**src/ism_pkg.sv**
```systemverilog
// interrupt service modes: shared constants, types and register map
// assumes a single core clock and an APB master with 8-bit byte addresses
// ----------------------------------------------------------------------
// ----------------------------------------------------------------------
package ism_pkg;
  localparam int unsigned NSRC = 8;
  localparam int unsigned NBANK = 8;
  localparam int unsigned EV_W = 4;

  // register map, byte addresses
  localparam logic [7:0] ADDR_MASK = 8'h00;
  localparam logic [7:0] ADDR_BSE = 8'h04;
  localparam logic [7:0] ADDR_XEN = 8'h08;
  localparam logic [7:0] ADDR_PEND = 8'h0c;
  localparam logic [7:0] ADDR_STATE = 8'h10;
  localparam logic [7:0] ADDR_EV_STAT = 8'h14;
  localparam logic [7:0] ADDR_EV_EN = 8'h18;
  localparam logic [7:0] ADDR_EV_CLR = 8'h1c;
  localparam logic [1:0] DESC_PAGE = 2'h1;
  localparam logic [2:0] BVEC_PAGE = 3'h4;

  // reset values
  localparam logic [7:0] MASK_RST = 8'hff;
  localparam logic [7:0] BSE_RST = 8'h00;
  localparam logic [7:0] XEN_RST = 8'h00;
  localparam logic [3:0] EV_EN_RST = 4'h0;

  // field positions
  localparam int unsigned CTL_COUNT_LSB = 0;
  localparam int unsigned CTL_WIDE_BIT = 8;
  localparam int unsigned CTL_DIR_BIT = 9;
  localparam int unsigned CTL_DONE_LSB = 16;
  localparam int unsigned STW_FSM_LSB = 0;
  localparam int unsigned STW_BANK_LSB = 4;
  localparam int unsigned STW_HOLD_BIT = 8;
  localparam int unsigned EV_XFER = 0;
  localparam int unsigned EV_CNTVEC = 1;
  localparam int unsigned EV_CSW = 2;
  localparam int unsigned EV_BADRET = 3;

  // vector table: two bytes per source, source 0 first
  localparam logic [15:0] VEC_TABLE_BASE = 16'h0006;

  typedef enum logic [2:0] {
    ST_IDLE = 3'b000,
    ST_VFETCH = 3'b001,
    ST_XCHG = 3'b010,
    ST_XRD = 3'b011,
    ST_XWR = 3'b100
  } ism_state_t;

  typedef struct packed {
    logic [15:0] pc;
    logic [15:0] psw;
  } ism_ctx_t;

  typedef struct packed {
    ism_ctx_t ctx;
    logic [2:0] prev_bank;
    logic by_brk;
  } ism_slot_t;

  typedef struct packed {
    logic [15:0] sfr_addr;
    logic [15:0] mem_ptr;
    logic [7:0] count;
    logic wide;
    logic to_sfr;
    logic [7:0] done;
  } ism_desc_t;
endpackage : ism_pkg

```
**src/ism_arbiter.sv**
```systemverilog
// fixed-priority pick of the lowest unmasked pending source
// assumes source 0 has the highest priority
`timescale 1ns/1ps
module ism_arbiter import ism_pkg::*; (
  input wire logic [NSRC-1:0] pend,
  input wire logic [NSRC-1:0] mask,
  output logic valid,
  output logic [2:0] idx
);
  logic [NSRC-1:0] req;
  logic [NSRC:0] seen;
  logic [3*NSRC+2:0] acc;

  assign req = pend & ~mask;
  assign seen[0] = 1'b0;
  assign acc[2:0] = 3'h0;

  genvar i;
  generate
    for (i = 0; i < NSRC; i++) begin : g_pick
      assign seen[i+1] = seen[i] | req[i];
      assign acc[3*i+5:3*i+3] = acc[3*i+2:3*i] | ((req[i] & ~seen[i]) ? 3'(i) : 3'h0);
    end
  endgenerate

  assign valid = seen[NSRC];
  assign idx = acc[3*NSRC+2:3*NSRC];
endmodule : ism_arbiter

```
**src/ism_bank.sv**
```systemverilog
// eight register-bank context slots: one exchange port, one software port
// read ports are combinational so a read and a write share one edge
`timescale 1ns/1ps
module ism_bank import ism_pkg::*; (
  input wire logic clk,
  input wire logic rst_n,
  input wire logic [2:0] xidx,
  output ism_slot_t xslot,
  input wire logic [2:0] sidx,
  output ism_slot_t sslot,
  input wire logic we,
  input wire logic [2:0] widx,
  input wire ism_slot_t wslot
);
  ism_slot_t slot [NBANK];

  assign xslot = slot[xidx];
  assign sslot = slot[sidx];

  always_ff @(posedge clk or negedge rst_n) begin
    if (!rst_n) begin
      for (int k = 0; k < NBANK; k++) begin
        slot[k] <= '0;
      end
    end else if (we) begin
      slot[widx] <= wslot;
    end
  end
endmodule : ism_bank

```
**src/ism_top.sv**
```systemverilog
// interrupt service modes: transfer service, bank context switch, vectoring
// assumes an APB master, a data bus slave answering with a one-cycle ack,
// and a core that stops while HOLD is high and obeys CTX_LOAD / VEC_REQ
//
// The placing of the registers and the APB slave port were left to the implementer.
`timescale 1ns/1ps
module ism_top import ism_pkg::*; (
  input wire logic CLK_SYS,
  input wire logic ARST_N,
  input wire logic PSEL,
  input wire logic PENABLE,
  input wire logic PWRITE,
  input wire logic [7:0] PADDR,
  input wire logic [31:0] PWDATA,
  output logic [31:0] PRDATA,
  output logic PREADY,
  output logic PSLVERR,
  input wire logic [NSRC-1:0] IRQ_SET,
  input wire logic CORE_EI,
  input wire logic [15:0] CORE_PC,
  input wire logic [15:0] CORE_PSW,
  input wire logic BRK_CS,
  input wire logic [7:0] BRK_OPCODE2,
  input wire logic RET_IRQ,
  input wire logic RET_BRK,
  output logic HOLD,
  output logic CTX_LOAD,
  output logic CTX_PSW_LOAD,
  output logic [15:0] CTX_PC,
  output logic [15:0] CTX_PSW,
  output logic [2:0] REG_BANK,
  output logic VEC_REQ,
  output logic [2:0] VEC_ID,
  output logic DBUS_REQ,
  output logic DBUS_WE,
  output logic DBUS_WIDE,
  output logic [15:0] DBUS_ADDR,
  output logic [15:0] DBUS_WDATA,
  input wire logic [15:0] DBUS_RDATA,
  input wire logic DBUS_ACK,
  output logic IRQ
);
  // ---------------------------------------------------------------
  // reset release
  // ---------------------------------------------------------------
  logic rst_meta;
  logic rst_n;

  always_ff @(posedge CLK_SYS or negedge ARST_N) begin
    if (!ARST_N) begin
      rst_meta <= 1'b0;
      rst_n <= 1'b0;
    end else begin
      rst_meta <= 1'b1;
      rst_n <= rst_meta;
    end
  end

  // ---------------------------------------------------------------
  // state
  // ---------------------------------------------------------------
  ism_state_t state_q;
  ism_state_t next_state;
  logic [NSRC-1:0] mask_q;
  logic [NSRC-1:0] bse_q;
  logic [NSRC-1:0] xen_q;
  logic [NSRC-1:0] pend_q;
  logic [EV_W-1:0] ev_stat_q;
  logic [EV_W-1:0] ev_en_q;
  ism_desc_t desc_q [NSRC];
  logic [2:0] src_q;
  logic [2:0] sel_q;
  logic by_brk_q;
  logic [2:0] win;
  logic win_valid;
  ism_slot_t xslot;
  ism_slot_t sslot;

  // ---------------------------------------------------------------
  // apb decode
  // ---------------------------------------------------------------
  wire setup = PSEL & ~PENABLE;
  wire wr_acc = PSEL & PENABLE & PREADY & PWRITE;
  wire aligned = PADDR[1:0] == 2'b00;
  wire hit_mask = PADDR == ADDR_MASK;
  wire hit_bse = PADDR == ADDR_BSE;
  wire hit_xen = PADDR == ADDR_XEN;
  wire hit_pend = PADDR == ADDR_PEND;
  wire hit_state = PADDR == ADDR_STATE;
  wire hit_evstat = PADDR == ADDR_EV_STAT;
  wire hit_even = PADDR == ADDR_EV_EN;
  wire hit_evclr = PADDR == ADDR_EV_CLR;
  wire hit_desc = PADDR[7:6] == DESC_PAGE && aligned;
  wire hit_bvec = PADDR[7:5] == BVEC_PAGE && aligned;
  wire [2:0] desc_idx = PADDR[5:3];
  wire desc_ctl = PADDR[2];
  wire [2:0] bvec_idx = PADDR[4:2];
  wire mapped = hit_mask | hit_bse | hit_xen | hit_pend | hit_state | hit_evstat | hit_even
                | hit_evclr | hit_desc | hit_bvec;

  logic [31:0] rd_word;
  ism_desc_t rd_desc;

  assign rd_desc = desc_q[desc_idx];

  always_comb begin
    rd_word = 32'h0;
    if (hit_mask) rd_word[NSRC-1:0] = mask_q;
    if (hit_bse) rd_word[NSRC-1:0] = bse_q;
    if (hit_xen) rd_word[NSRC-1:0] = xen_q;
    if (hit_pend) rd_word[NSRC-1:0] = pend_q;
    if (hit_state) begin
      rd_word[STW_FSM_LSB +: 3] = state_q;
      rd_word[STW_BANK_LSB +: 3] = REG_BANK;
      rd_word[STW_HOLD_BIT] = HOLD;
    end
    if (hit_evstat) rd_word[EV_W-1:0] = ev_stat_q;
    if (hit_even) rd_word[EV_W-1:0] = ev_en_q;
    if (hit_desc && !desc_ctl) rd_word = {rd_desc.sfr_addr, rd_desc.mem_ptr};
    if (hit_desc && desc_ctl) begin
      rd_word[CTL_COUNT_LSB +: 8] = rd_desc.count;
      rd_word[CTL_WIDE_BIT] = rd_desc.wide;
      rd_word[CTL_DIR_BIT] = rd_desc.to_sfr;
      rd_word[CTL_DONE_LSB +: 8] = rd_desc.done;
    end
    if (hit_bvec) rd_word[15:0] = sslot.ctx.pc;
  end

  // answer registered in the setup cycle: every access completes without wait
  always_ff @(posedge CLK_SYS or negedge rst_n) begin
    if (!rst_n) begin
      PREADY <= 1'b0;
      PRDATA <= 32'h0;
      PSLVERR <= 1'b0;
    end else begin
      PREADY <= setup;
      PRDATA <= (setup && !PWRITE) ? rd_word : 32'h0;
      PSLVERR <= setup & ~mapped;
    end
  end

  // ---------------------------------------------------------------
  // acceptance and mode choice
  // ---------------------------------------------------------------
  ism_arbiter u_arb (
    .pend(pend_q),
    .mask(mask_q),
    .valid(win_valid),
    .idx(win)
  );

  ism_desc_t wdesc;
  ism_desc_t cdesc;
  assign wdesc = desc_q[win];
  assign cdesc = desc_q[src_q];

  wire idle = state_q == ST_IDLE;
  wire ret_any = RET_IRQ | RET_BRK;
  wire ret_go = idle & ret_any;
  wire brk_go = idle & ~ret_any & BRK_CS;
  wire irq_go = idle & ~ret_any & ~BRK_CS & win_valid;
  wire at_count = wdesc.done == wdesc.count;
  wire take_xfer = irq_go & xen_q[win] & ~at_count;
  wire take_cntvec = irq_go & xen_q[win] & at_count;
  wire take_cs = irq_go & ~xen_q[win] & bse_q[win] & CORE_EI;
  wire take_plain = irq_go & ~xen_q[win] & ~bse_q[win] & CORE_EI;
  wire ret_ok = ret_go & (RET_BRK ? xslot.by_brk : ~xslot.by_brk);
  wire ret_bad = ret_go & ~ret_ok;
  wire xfer_end = state_q == ST_XWR && DBUS_ACK;
  wire vec_go = take_cntvec | take_plain;

  always_comb begin
    next_state = state_q;
    case (state_q)
      ST_IDLE: begin
        if (brk_go) next_state = ST_XCHG;
        else if (take_cs) next_state = ST_VFETCH;
        else if (take_xfer) next_state = ST_XRD;
      end
      ST_VFETCH: if (DBUS_ACK) next_state = ST_XCHG;
      ST_XCHG: next_state = ST_IDLE;
      ST_XRD: if (DBUS_ACK) next_state = ST_XWR;
      ST_XWR: if (DBUS_ACK) next_state = ST_IDLE;
      default: next_state = ST_IDLE;
    endcase
  end

  always_ff @(posedge CLK_SYS or negedge rst_n) begin
    if (!rst_n) begin
      state_q <= ST_IDLE;
      src_q <= 3'h0;
      sel_q <= 3'h0;
      by_brk_q <= 1'b0;
    end else begin
      state_q <= next_state;
      if (irq_go) src_q <= win;
      if (brk_go) sel_q <= BRK_OPCODE2[2:0];
      if (state_q == ST_VFETCH && DBUS_ACK) sel_q <= DBUS_RDATA[2:0];
      if (brk_go | take_cs) by_brk_q <= brk_go;
    end
  end

  // ---------------------------------------------------------------
  // data bus: vector byte fetch and transfer service moves
  // ---------------------------------------------------------------
  logic [15:0] next_addr;
  logic next_we;
  logic next_wide;
  wire [2:0] nsrc = idle ? win : src_q;
  ism_desc_t ndesc;
  assign ndesc = desc_q[nsrc];

  always_comb begin
    next_addr = 16'h0;
    next_we = 1'b0;
    next_wide = 1'b0;
    case (next_state)
      ST_VFETCH: next_addr = VEC_TABLE_BASE + {12'h0, nsrc, 1'b0};
      ST_XRD: begin
        next_addr = ndesc.to_sfr ? ndesc.mem_ptr : ndesc.sfr_addr;
        next_wide = ndesc.wide;
      end
      ST_XWR: begin
        next_addr = ndesc.to_sfr ? ndesc.sfr_addr : ndesc.mem_ptr;
        next_wide = ndesc.wide;
        next_we = 1'b1;
      end
      default: next_addr = 16'h0;
    endcase
  end

  // the read item is carried to the write phase untouched by the core
  always_ff @(posedge CLK_SYS or negedge rst_n) begin
    if (!rst_n) begin
      DBUS_REQ <= 1'b0;
      DBUS_WE <= 1'b0;
      DBUS_WIDE <= 1'b0;
      DBUS_ADDR <= 16'h0;
      DBUS_WDATA <= 16'h0;
    end else begin
      DBUS_REQ <= next_state == ST_VFETCH || next_state == ST_XRD || next_state == ST_XWR;
      DBUS_WE <= next_we;
      DBUS_WIDE <= next_wide;
      DBUS_ADDR <= next_addr;
      if (state_q == ST_XRD && DBUS_ACK) begin
        DBUS_WDATA <= cdesc.wide ? DBUS_RDATA : {8'h0, DBUS_RDATA[7:0]};
      end
    end
  end

  // ---------------------------------------------------------------
  // bank context store
  // ---------------------------------------------------------------
  logic bank_we;
  logic [2:0] bank_widx;
  ism_slot_t bank_wslot;
  ism_ctx_t core_ctx;
  assign core_ctx = '{pc: CORE_PC, psw: CORE_PSW};

  wire [2:0] xidx = (state_q == ST_XCHG) ? sel_q : REG_BANK;
  wire fsm_we = state_q == ST_XCHG || ret_ok;
  wire apb_bvec_we = wr_acc & hit_bvec;

  // switch swaps the slot: old context in, stored pc out; return writes back only the core pc, stored context out
  always_comb begin
    bank_we = fsm_we | apb_bvec_we;
    bank_widx = bvec_idx;
    bank_wslot = sslot;
    bank_wslot.ctx.pc = PWDATA[15:0];
    if (state_q == ST_XCHG) begin
      bank_widx = sel_q;
      bank_wslot = '{ctx: core_ctx, prev_bank: REG_BANK, by_brk: by_brk_q};
    end else if (ret_ok) begin
      bank_widx = REG_BANK;
      bank_wslot = xslot;
      bank_wslot.ctx.pc = CORE_PC;
    end
  end

  ism_bank u_bank (
    .clk(CLK_SYS),
    .rst_n(rst_n),
    .xidx(xidx),
    .xslot(xslot),
    .sidx(bvec_idx),
    .sslot(sslot),
    .we(bank_we),
    .widx(bank_widx),
    .wslot(bank_wslot)
  );

  // ---------------------------------------------------------------
  // core-facing outputs
  // ---------------------------------------------------------------
  always_ff @(posedge CLK_SYS or negedge rst_n) begin
    if (!rst_n) begin
      HOLD <= 1'b0;
      CTX_LOAD <= 1'b0;
      CTX_PSW_LOAD <= 1'b0;
      CTX_PC <= 16'h0;
      CTX_PSW <= 16'h0;
      REG_BANK <= 3'h0;
      VEC_REQ <= 1'b0;
      VEC_ID <= 3'h0;
    end else begin
      HOLD <= next_state != ST_IDLE;
      CTX_LOAD <= state_q == ST_XCHG || ret_ok;
      CTX_PSW_LOAD <= ret_ok;
      if (state_q == ST_XCHG || ret_ok) CTX_PC <= xslot.ctx.pc;
      if (ret_ok) CTX_PSW <= xslot.ctx.psw;
      if (state_q == ST_XCHG) REG_BANK <= sel_q;
      else if (ret_ok) REG_BANK <= xslot.prev_bank;
      VEC_REQ <= vec_go;
      if (vec_go) VEC_ID <= win;
    end
  end

  // ---------------------------------------------------------------
  // software registers, request flags, descriptors
  // ---------------------------------------------------------------
  logic [NSRC-1:0] pend_clr;
  always_comb begin
    pend_clr = '0;
    if (xfer_end) pend_clr[src_q] = 1'b1;
    if (vec_go | take_cs) pend_clr[win] = 1'b1;
  end

  always_ff @(posedge CLK_SYS or negedge rst_n) begin
    if (!rst_n) begin
      mask_q <= MASK_RST;
      bse_q <= BSE_RST;
      xen_q <= XEN_RST;
      pend_q <= '0;
    end else begin
      pend_q <= (pend_q & ~pend_clr) | IRQ_SET; // new request beats the clear
      if (wr_acc && hit_mask) mask_q <= PWDATA[NSRC-1:0];
      if (wr_acc && hit_bse) bse_q <= PWDATA[NSRC-1:0];
      if (wr_acc && hit_xen) xen_q <= PWDATA[NSRC-1:0];
    end
  end

  // a software write of a word overrides the hardware advance of that edge
  always_ff @(posedge CLK_SYS or negedge rst_n) begin
    if (!rst_n) begin
      for (int k = 0; k < NSRC; k++) desc_q[k] <= '0;
    end else begin
      if (xfer_end) begin
        desc_q[src_q].done <= cdesc.done + 8'h01;
        desc_q[src_q].mem_ptr <= cdesc.mem_ptr + (cdesc.wide ? 16'h0002 : 16'h0001);
      end
      if (wr_acc && hit_desc && !desc_ctl) begin
        desc_q[desc_idx].sfr_addr <= PWDATA[31:16];
        desc_q[desc_idx].mem_ptr <= PWDATA[15:0];
      end
      if (wr_acc && hit_desc && desc_ctl) begin
        desc_q[desc_idx].count <= PWDATA[CTL_COUNT_LSB +: 8];
        desc_q[desc_idx].wide <= PWDATA[CTL_WIDE_BIT];
        desc_q[desc_idx].to_sfr <= PWDATA[CTL_DIR_BIT];
        desc_q[desc_idx].done <= 8'h00;
      end
    end
  end

  // ---------------------------------------------------------------
  // event status and interrupt line
  // ---------------------------------------------------------------
  logic [EV_W-1:0] ev_set;
  logic [EV_W-1:0] next_ev_stat;
  always_comb begin
    ev_set = '0;
    ev_set[EV_XFER] = xfer_end;
    ev_set[EV_CNTVEC] = take_cntvec;
    ev_set[EV_CSW] = state_q == ST_XCHG;
    ev_set[EV_BADRET] = ret_bad;
  end
  wire [EV_W-1:0] ev_clr = (wr_acc && hit_evclr) ? PWDATA[EV_W-1:0] : '0;
  assign next_ev_stat = (ev_stat_q & ~ev_clr) | ev_set;

  always_ff @(posedge CLK_SYS or negedge rst_n) begin
    if (!rst_n) begin
      ev_stat_q <= '0;
      ev_en_q <= EV_EN_RST;
      IRQ <= 1'b0;
    end else begin
      ev_stat_q <= next_ev_stat;
      if (wr_acc && hit_even) ev_en_q <= PWDATA[EV_W-1:0];
      IRQ <= |(next_ev_stat & (wr_acc && hit_even ? PWDATA[EV_W-1:0] : ev_en_q));
    end
  end
endmodule : ism_top

```
**config.mk**
```make
export PLATFORM = sky130hd
export DESIGN_NAME = ism_top
export DESIGN_NICKNAME = d
export VERILOG_FILES = /design/src/ism_pkg.sv /design/src/ism_arbiter.sv /design/src/ism_bank.sv /design/src/ism_top.sv
export SDC_FILE = /design/constraint.sdc
export NUM_CORES = 2
export LEC_CHECK = 0
export BUFFER_PORTS_ARGS = -buffer_cell sky130_fd_sc_hd__buf_2
export CAP_MARGIN = 25
export CORE_MARGIN = 3
export CORE_UTILIZATION = 35
export DETAILED_ROUTE_END_ITERATION = 8
export PLACE_DENSITY = 0.61
export RECOVER_POWER = 25
export SYNTH_ARGS = -nofsm -noshare
export SYNTH_HDL_FRONTEND = slang
export SYNTH_SLANG_ARGS = --single-unit
```
**constraint.sdc**
```tcl
create_clock -name CLK_SYS -period 23.8 [get_ports CLK_SYS]
set_input_delay 2.38 -clock CLK_SYS [delete_from_list [all_inputs] [get_ports CLK_SYS]]
set_output_delay 2.38 -clock CLK_SYS [all_outputs]
set_load 0.005 [all_outputs]
```
# --- Word-level counts from Yosys, hierarchy flattened ---
# Index checks and enable logic that the tools add are counted.
totals:
  input_bits: 114
  reg_bits: 852
op_classes:
  n_eq_ne: 17
  addsub: 3
  order_cmp: 14
  bitwise_logic: 88
  muxes: 106
  n_reduce_logical: 34
op_table:
  columns: ["cell", "n"]
  rows:
  - ["$bwmux W400", 8]
  - ["$demux W50 S3", 8]
  - ["$mux W400", 3]
  - ["$bmux W50 S3", 4]
  - ["$bwmux W288", 1]
  - ["$mux W36", 7]
  - ["$mux W50", 5]
  - ["$bmux W36 S3", 2]
  - ["$mux W34", 4]
  - ["$demux W36 S3", 1]
  - ["$mux W8", 9]
  - ["$mux W16", 4]
  - ["$mux W32", 2]
  - ["$mux W3", 20]
  - ["$mux W18", 3]
  - ["$pmux W16 S3", 1]
  - ["$eq A8 B5 Y1 const B", 4]
  - ["$and A1 B1 Y1", 28]
  - ["$ge A4 B4 Y1 const B", 7]
  - ["$not A3 Y4", 7]
  - ["$logic_and A1 B1 Y1", 21]
  - ["$or A1 B1 Y1", 21]
  - ["$mux W10", 2]
  - ["$or A3 B3 Y3", 6]
  - ["other kinds (36)", 84]

# --- Logic depth before layout (Yosys ltp) ---
logic_depth:
  word_depth: 26
  mapped_depth: 17

# --- By module ---
# A second synthesis with hierarchy kept.
unflattened:
  hier_cells: 4622
  area_unflattened_um2: 47372.9
modules_own_cells:
  columns: ["module", "area_each_um2", "cells_each", "n_inst"]
  rows:
  - ["ism_top", 32192.1, 3730, 1]
  - ["ism_bank", 15030.7, 871, 1]
  - ["ism_arbiter", 150.1, 21, 1]

# --- Least setup slack after synthesis ---
# No wires, ideal clock.
synth_timing:
  kind: "input port to flip-flop"
  start: "in PADDR[3]"
  end: "reg desc_q[13] in the netlist's numbering"
  required_ns: 23.675
  slack_ns: 18.670
  path_buffers: 5
  path_stages: 8
  t_arrival_ns: 5.005
  setup_ns: 0.125
  cell_sequence: "clkbuf_1 buf_1 nand3_1 clkbuf_1 buf_1 nor2_1 clkbuf_1 mux2_2"
synth_between:
  elab_chain_len: 10
  elab_cells_between_ends: 19
synth_lines:
  columns: ["element", "line", "source"]
  rows:
  - ["start, declared", "ism_top.sv:13", "input wire logic [7:0] PADDR,"]
  - ["$not A3 Y4 (not written as such) *", null, null]
  - ["$ge A4 B4 Y1 (not written as such), or another cell as far along", "ism_top.sv:356", "desc_q[desc_idx].count <= PWDATA[CTL_COUNT_LSB +: 8];"]
  - ["$logic_and A1 B1 Y1 (not written as such) or $bwmux W400 (tied branches)", "ism_top.sv:356, ism_top.sv:352", null]
  - ["$mux W18 (not written as such) or $bwmux W400 (tied branches)", "ism_top.sv:356, ism_top.sv:353", null]
  - ["$demux W50 S3 or $mux W400 (tied branches)", "ism_top.sv:356, ism_top.sv:351", null]
  - ["$bwmux W400", "ism_top.sv:356", null]
  - ["$bwmux W400", "ism_top.sv:357", "desc_q[desc_idx].wide <= PWDATA[CTL_WIDE_BIT];"]
  - ["$bwmux W400", "ism_top.sv:358", "desc_q[desc_idx].to_sfr <= PWDATA[CTL_DIR_BIT];"]
  - ["$bwmux W400", "ism_top.sv:359", "desc_q[desc_idx].done <= 8'h00;"]
  - ["$mux W400 *", "ism_top.sv:355", "if (wr_acc && hit_desc && desc_ctl) begin"]
  - ["end, declared", "ism_top.sv:70", "ism_desc_t desc_q [NSRC];"]
# Mark *: on every way between the ends. The rest lies on a longest branch, timed or not.
# A chain may end at the register's enable or synchronous reset.

==> summary.md <==
| Metric | Value |
|---|---|
| Layout area overhead | `13.1%` |
| Grt ovf | `0` |
| DP Area | `49,400 um2` |
| GPL Wtd Cong | `slightly above 0.9` |
| Max H-tree Level | `3` |
| Core area | `132,000 um2` |
| Gr usage total | `roughly a quarter` |
| I/O Buffers | `220` |
| Antenna viol nets, final | `0` |
| Crit start category | `flop` |
| Max_cap viols | `8` |
| Initial antenna violation count | `10` |
| Crit path kind | `reg2async` |
| Largest net degree at the start of global routing | `83` |
| Reg power frac | `between 30% and 40%` |
| Crit end category | `async pin` |
| Pwr Total | `around 5.5 mW` |
| Die area | `roughly 140,000 um2` |
| Num CTS Buffers | `95` |
| Die height | `370 um` |
| Io pins | `226` |
| Layout cells sized above 1 | `~20%` |
| Seq/Total Area, Yosys | `between 40% and 50%` |
| Met2 Use GR | `approximately 38%` |
| Worst-path clk slew | `around 0.05 ns` |
| Async S/R FF share, synth | `between 90% and 100%` |
| Primary FF master, synth | `dfrtp_1` |
| Cell Pwr Density | `105 nW/um2` |
| Critical path fanouts, max | `71` |
| 1st-iter DRT viols | `~5,000` |
| Leak pwr | `about 23 nW` |
| Cts repair resizes | `0` |
| # placed instances | `6,491` |
| Final Hold Viols | `0` |
| Synth unique cells | `between 90 and 100` |
| Post-Synthesis Cells | `between 4,000 and 5,000` |
| # DRC | `0` |
| CTS tree | `yes` |
| Worst Skew | `~0.056 ns` |
| Final wirelength | `about 180 mm` |
| WL/cell | `approximately 26 um` |
| Max Fclk | `around 120 MHz` |
| Status | `finished, violations left` |
| Clock network fraction of design power | `around 28%` |
| Synth warnings | `0` |
| Relative slew slack | `-149%` |
| Peak supply drop | `approximately 0.11 mV` |
| Sw power | `between 2 and 2.5 mW` |
| Vias in the first global route | `38,600` |
| Post-CTS setup buffer count | `0` |
| RSZ-0062 raised after global routing | `false` |
| Final non-filler cell total | `6,668` |
| Met1 Use GR | `between 30 and 40%` |
| Via density | `between 6 and 7` |
| Hold slack | `0.349 ns` |
| Bufs on Longest Clock Path | `3` |
| Clk_lat worst skew | `roughly 0.73 ns` |
| Violated checks | `max-capacitance violations, max-slew violations` |
| Period utilization | `a little over a third` |
| Hold path cells | `0` |
| Slew @ Worst Pin | `3.74 ns` |
| Most used routing layer | `met2` |
| Via count | `roughly 40,000` |
| Initial Util | `35.3%` |
| Sw Share | `a little under two fifths` |
| DP HPWL | `between 100 and 150 mm` |
| #FFs+latches synth | `between 800 and 900` |
| CTS root buffer | `clkbuf_16` |
| Worst r2r path cells | `3` |
| Final setup vio count | `0` |
| Hold_buf cts | `0` |
| Clock sinks | `between 800 and 900` |
| Horiz. Die Dim | `between 300 and 400 um` |
| Commonest non-fill, non-tap cells in the layout | `1,121 x nand2_1, 841 x dfrtp_1, 368 x nor2_1, 314 x a21oi_1, 238 x nand3_1` |
| Mapped Area | `between 40,000 and 50,000 um2` |
| Comb pwr share | `between 30% and 40%` |
| First-pass GRT wire length | `~260 mm` |
| Crit path DAT | `slightly above 9 ns` |
| Number of synthesized flops with an enable pin | `0` |
| Final instance area | `~53,000 um2` |
| Most common cell after layout, fill and taps aside | `nand2_1` |
| Int Pwr | `between 3 and 4 mW` |
| Syn Nets | `4,908` |
| First-pass DRT Iterations | `8` |
| CP required | `24.51 ns` |
| Final Max Tran Viols | `between 400 and 500` |
| Site Rows | `between 100 and 150` |
| Min Tclk post-route | `8.39 ns` |
| Mean post-synth cell area | `9.70 um2` |
| GR Util met3 | `under 10%` |
| Setup TNS Final | `0 ns` |
| Final net count | `around 5,000` |
| Worst hold path class | `reg2reg` |
power by group through the flow:
stage               Combinational, mW  Sequential, mW  Clock (mW)
floorplan                        1.43            1.96           0
global placement                 1.90            2.02           0
detailed placement               1.94            2.04           0
CTS                              1.95            2.02        1.54
global route                     2.14            2.06        1.60
finish                           1.95            2.02        1.52
layer usage:
layer | wire (um) | part of all wire, %
met5 | 52 | 0.030
met4 | 8430 | 4.8
met3 | 20800 | 12
met2 | 76600 | 44
met1 | 69900 | 40
cell type report:
type | count | area (um2)
fillers | 12800 | 79100
multi-input cells | 3522 | 23600
flip-flops and latches | 852 | 21300
clock buffers | 138 | 2770
well taps | 1755 | 2200
repair buffers | 349 | 2190
clock inverters | 33 | 395
inverters | 18 | 70.1
diodes | 1 | 2.50
cells in the mapped netlist, types with 47 or more instances:
| cell | instances | share of area (%) |
|---|---|---|
| buf_2 | 52 | 0.56 |
| mux4_2 | 197 | 9.5 |
| o21ai_0 | 144 | 1.6 |
| dfrtp_1 | 844 | 45 |
| clkbuf_1 | 263 | 2.1 |
| a21oi_1 | 317 | 3.4 |
| nor2_1 | 382 | 3.1 |
| a22oi_1 | 69 | 1.1 |
| a31oi_1 | 82 | 1.1 |
| buf_1 | 47 | 0.38 |
| nand3_1 | 240 | 2.6 |
| mux2i_1 | 124 | 2.7 |
| o22ai_1 | 111 | 1.5 |
| nand2_1 | 1125 | 9.1 |
| mux2_2 | 212 | 5.1 |
worst max-delay path, stage by stage, from the launching register on:
cell      delay, ns
dfrtp_1        1.93
clkbuf_1       2.68
clkbuf_1       2.61
buf_4          1.04
registers in the layout (all words and copies together) (netlist names), 3 cells and up:
name and cells:
desc_q 400, u_bank.slot 288, PRDATA 32, CTX_PC 16, CTX_PSW 16, DBUS_ADDR 16
DBUS_WDATA 16, bse_q 8, mask_q 8, pend_q 8, xen_q 8, ev_en_q 4
ev_stat_q 4, REG_BANK 3, VEC_ID 3, sel_q 3, src_q 3, state_q 3
logic make-up after synthesis:
kind of cell	synth area share, %
buffers and inverters	3.71
DFF	45.9
xor gates and xnor gates	0.490
AOI/OAI and AO/OA	13.3
other	0.00807
adders and majority gates	0.151
and+or+nand+nor	17.3
muxes	19.1
through the flow:
step                      worst slack [ns]  utilization [%]
after floorplan                       9.98                -
after global placement               17.45             37.4
after detailed placement             17.52             37.5
after CTS                            17.68             39.9
after global routing                 13.99             39.9
final                                15.41             39.9
path summary, 6_finish.rpt:
kind	start	end	slack, ns
setup reg to reg	rst_n	DBUS_WDATA[15]	15.41
setup / recovery	rst_n	DBUS_WDATA[15]	15.41
hold reg to reg	rst_meta	rst_n	0.35
hold / removal	rst_meta	rst_n	0.35
min in group asynchronous	rst_n	desc_q[2]	0.98
max in group CLK_SYS	state_q[1]	u_bank.slot[16]	17.68
(Power assumes the default switching activity.)
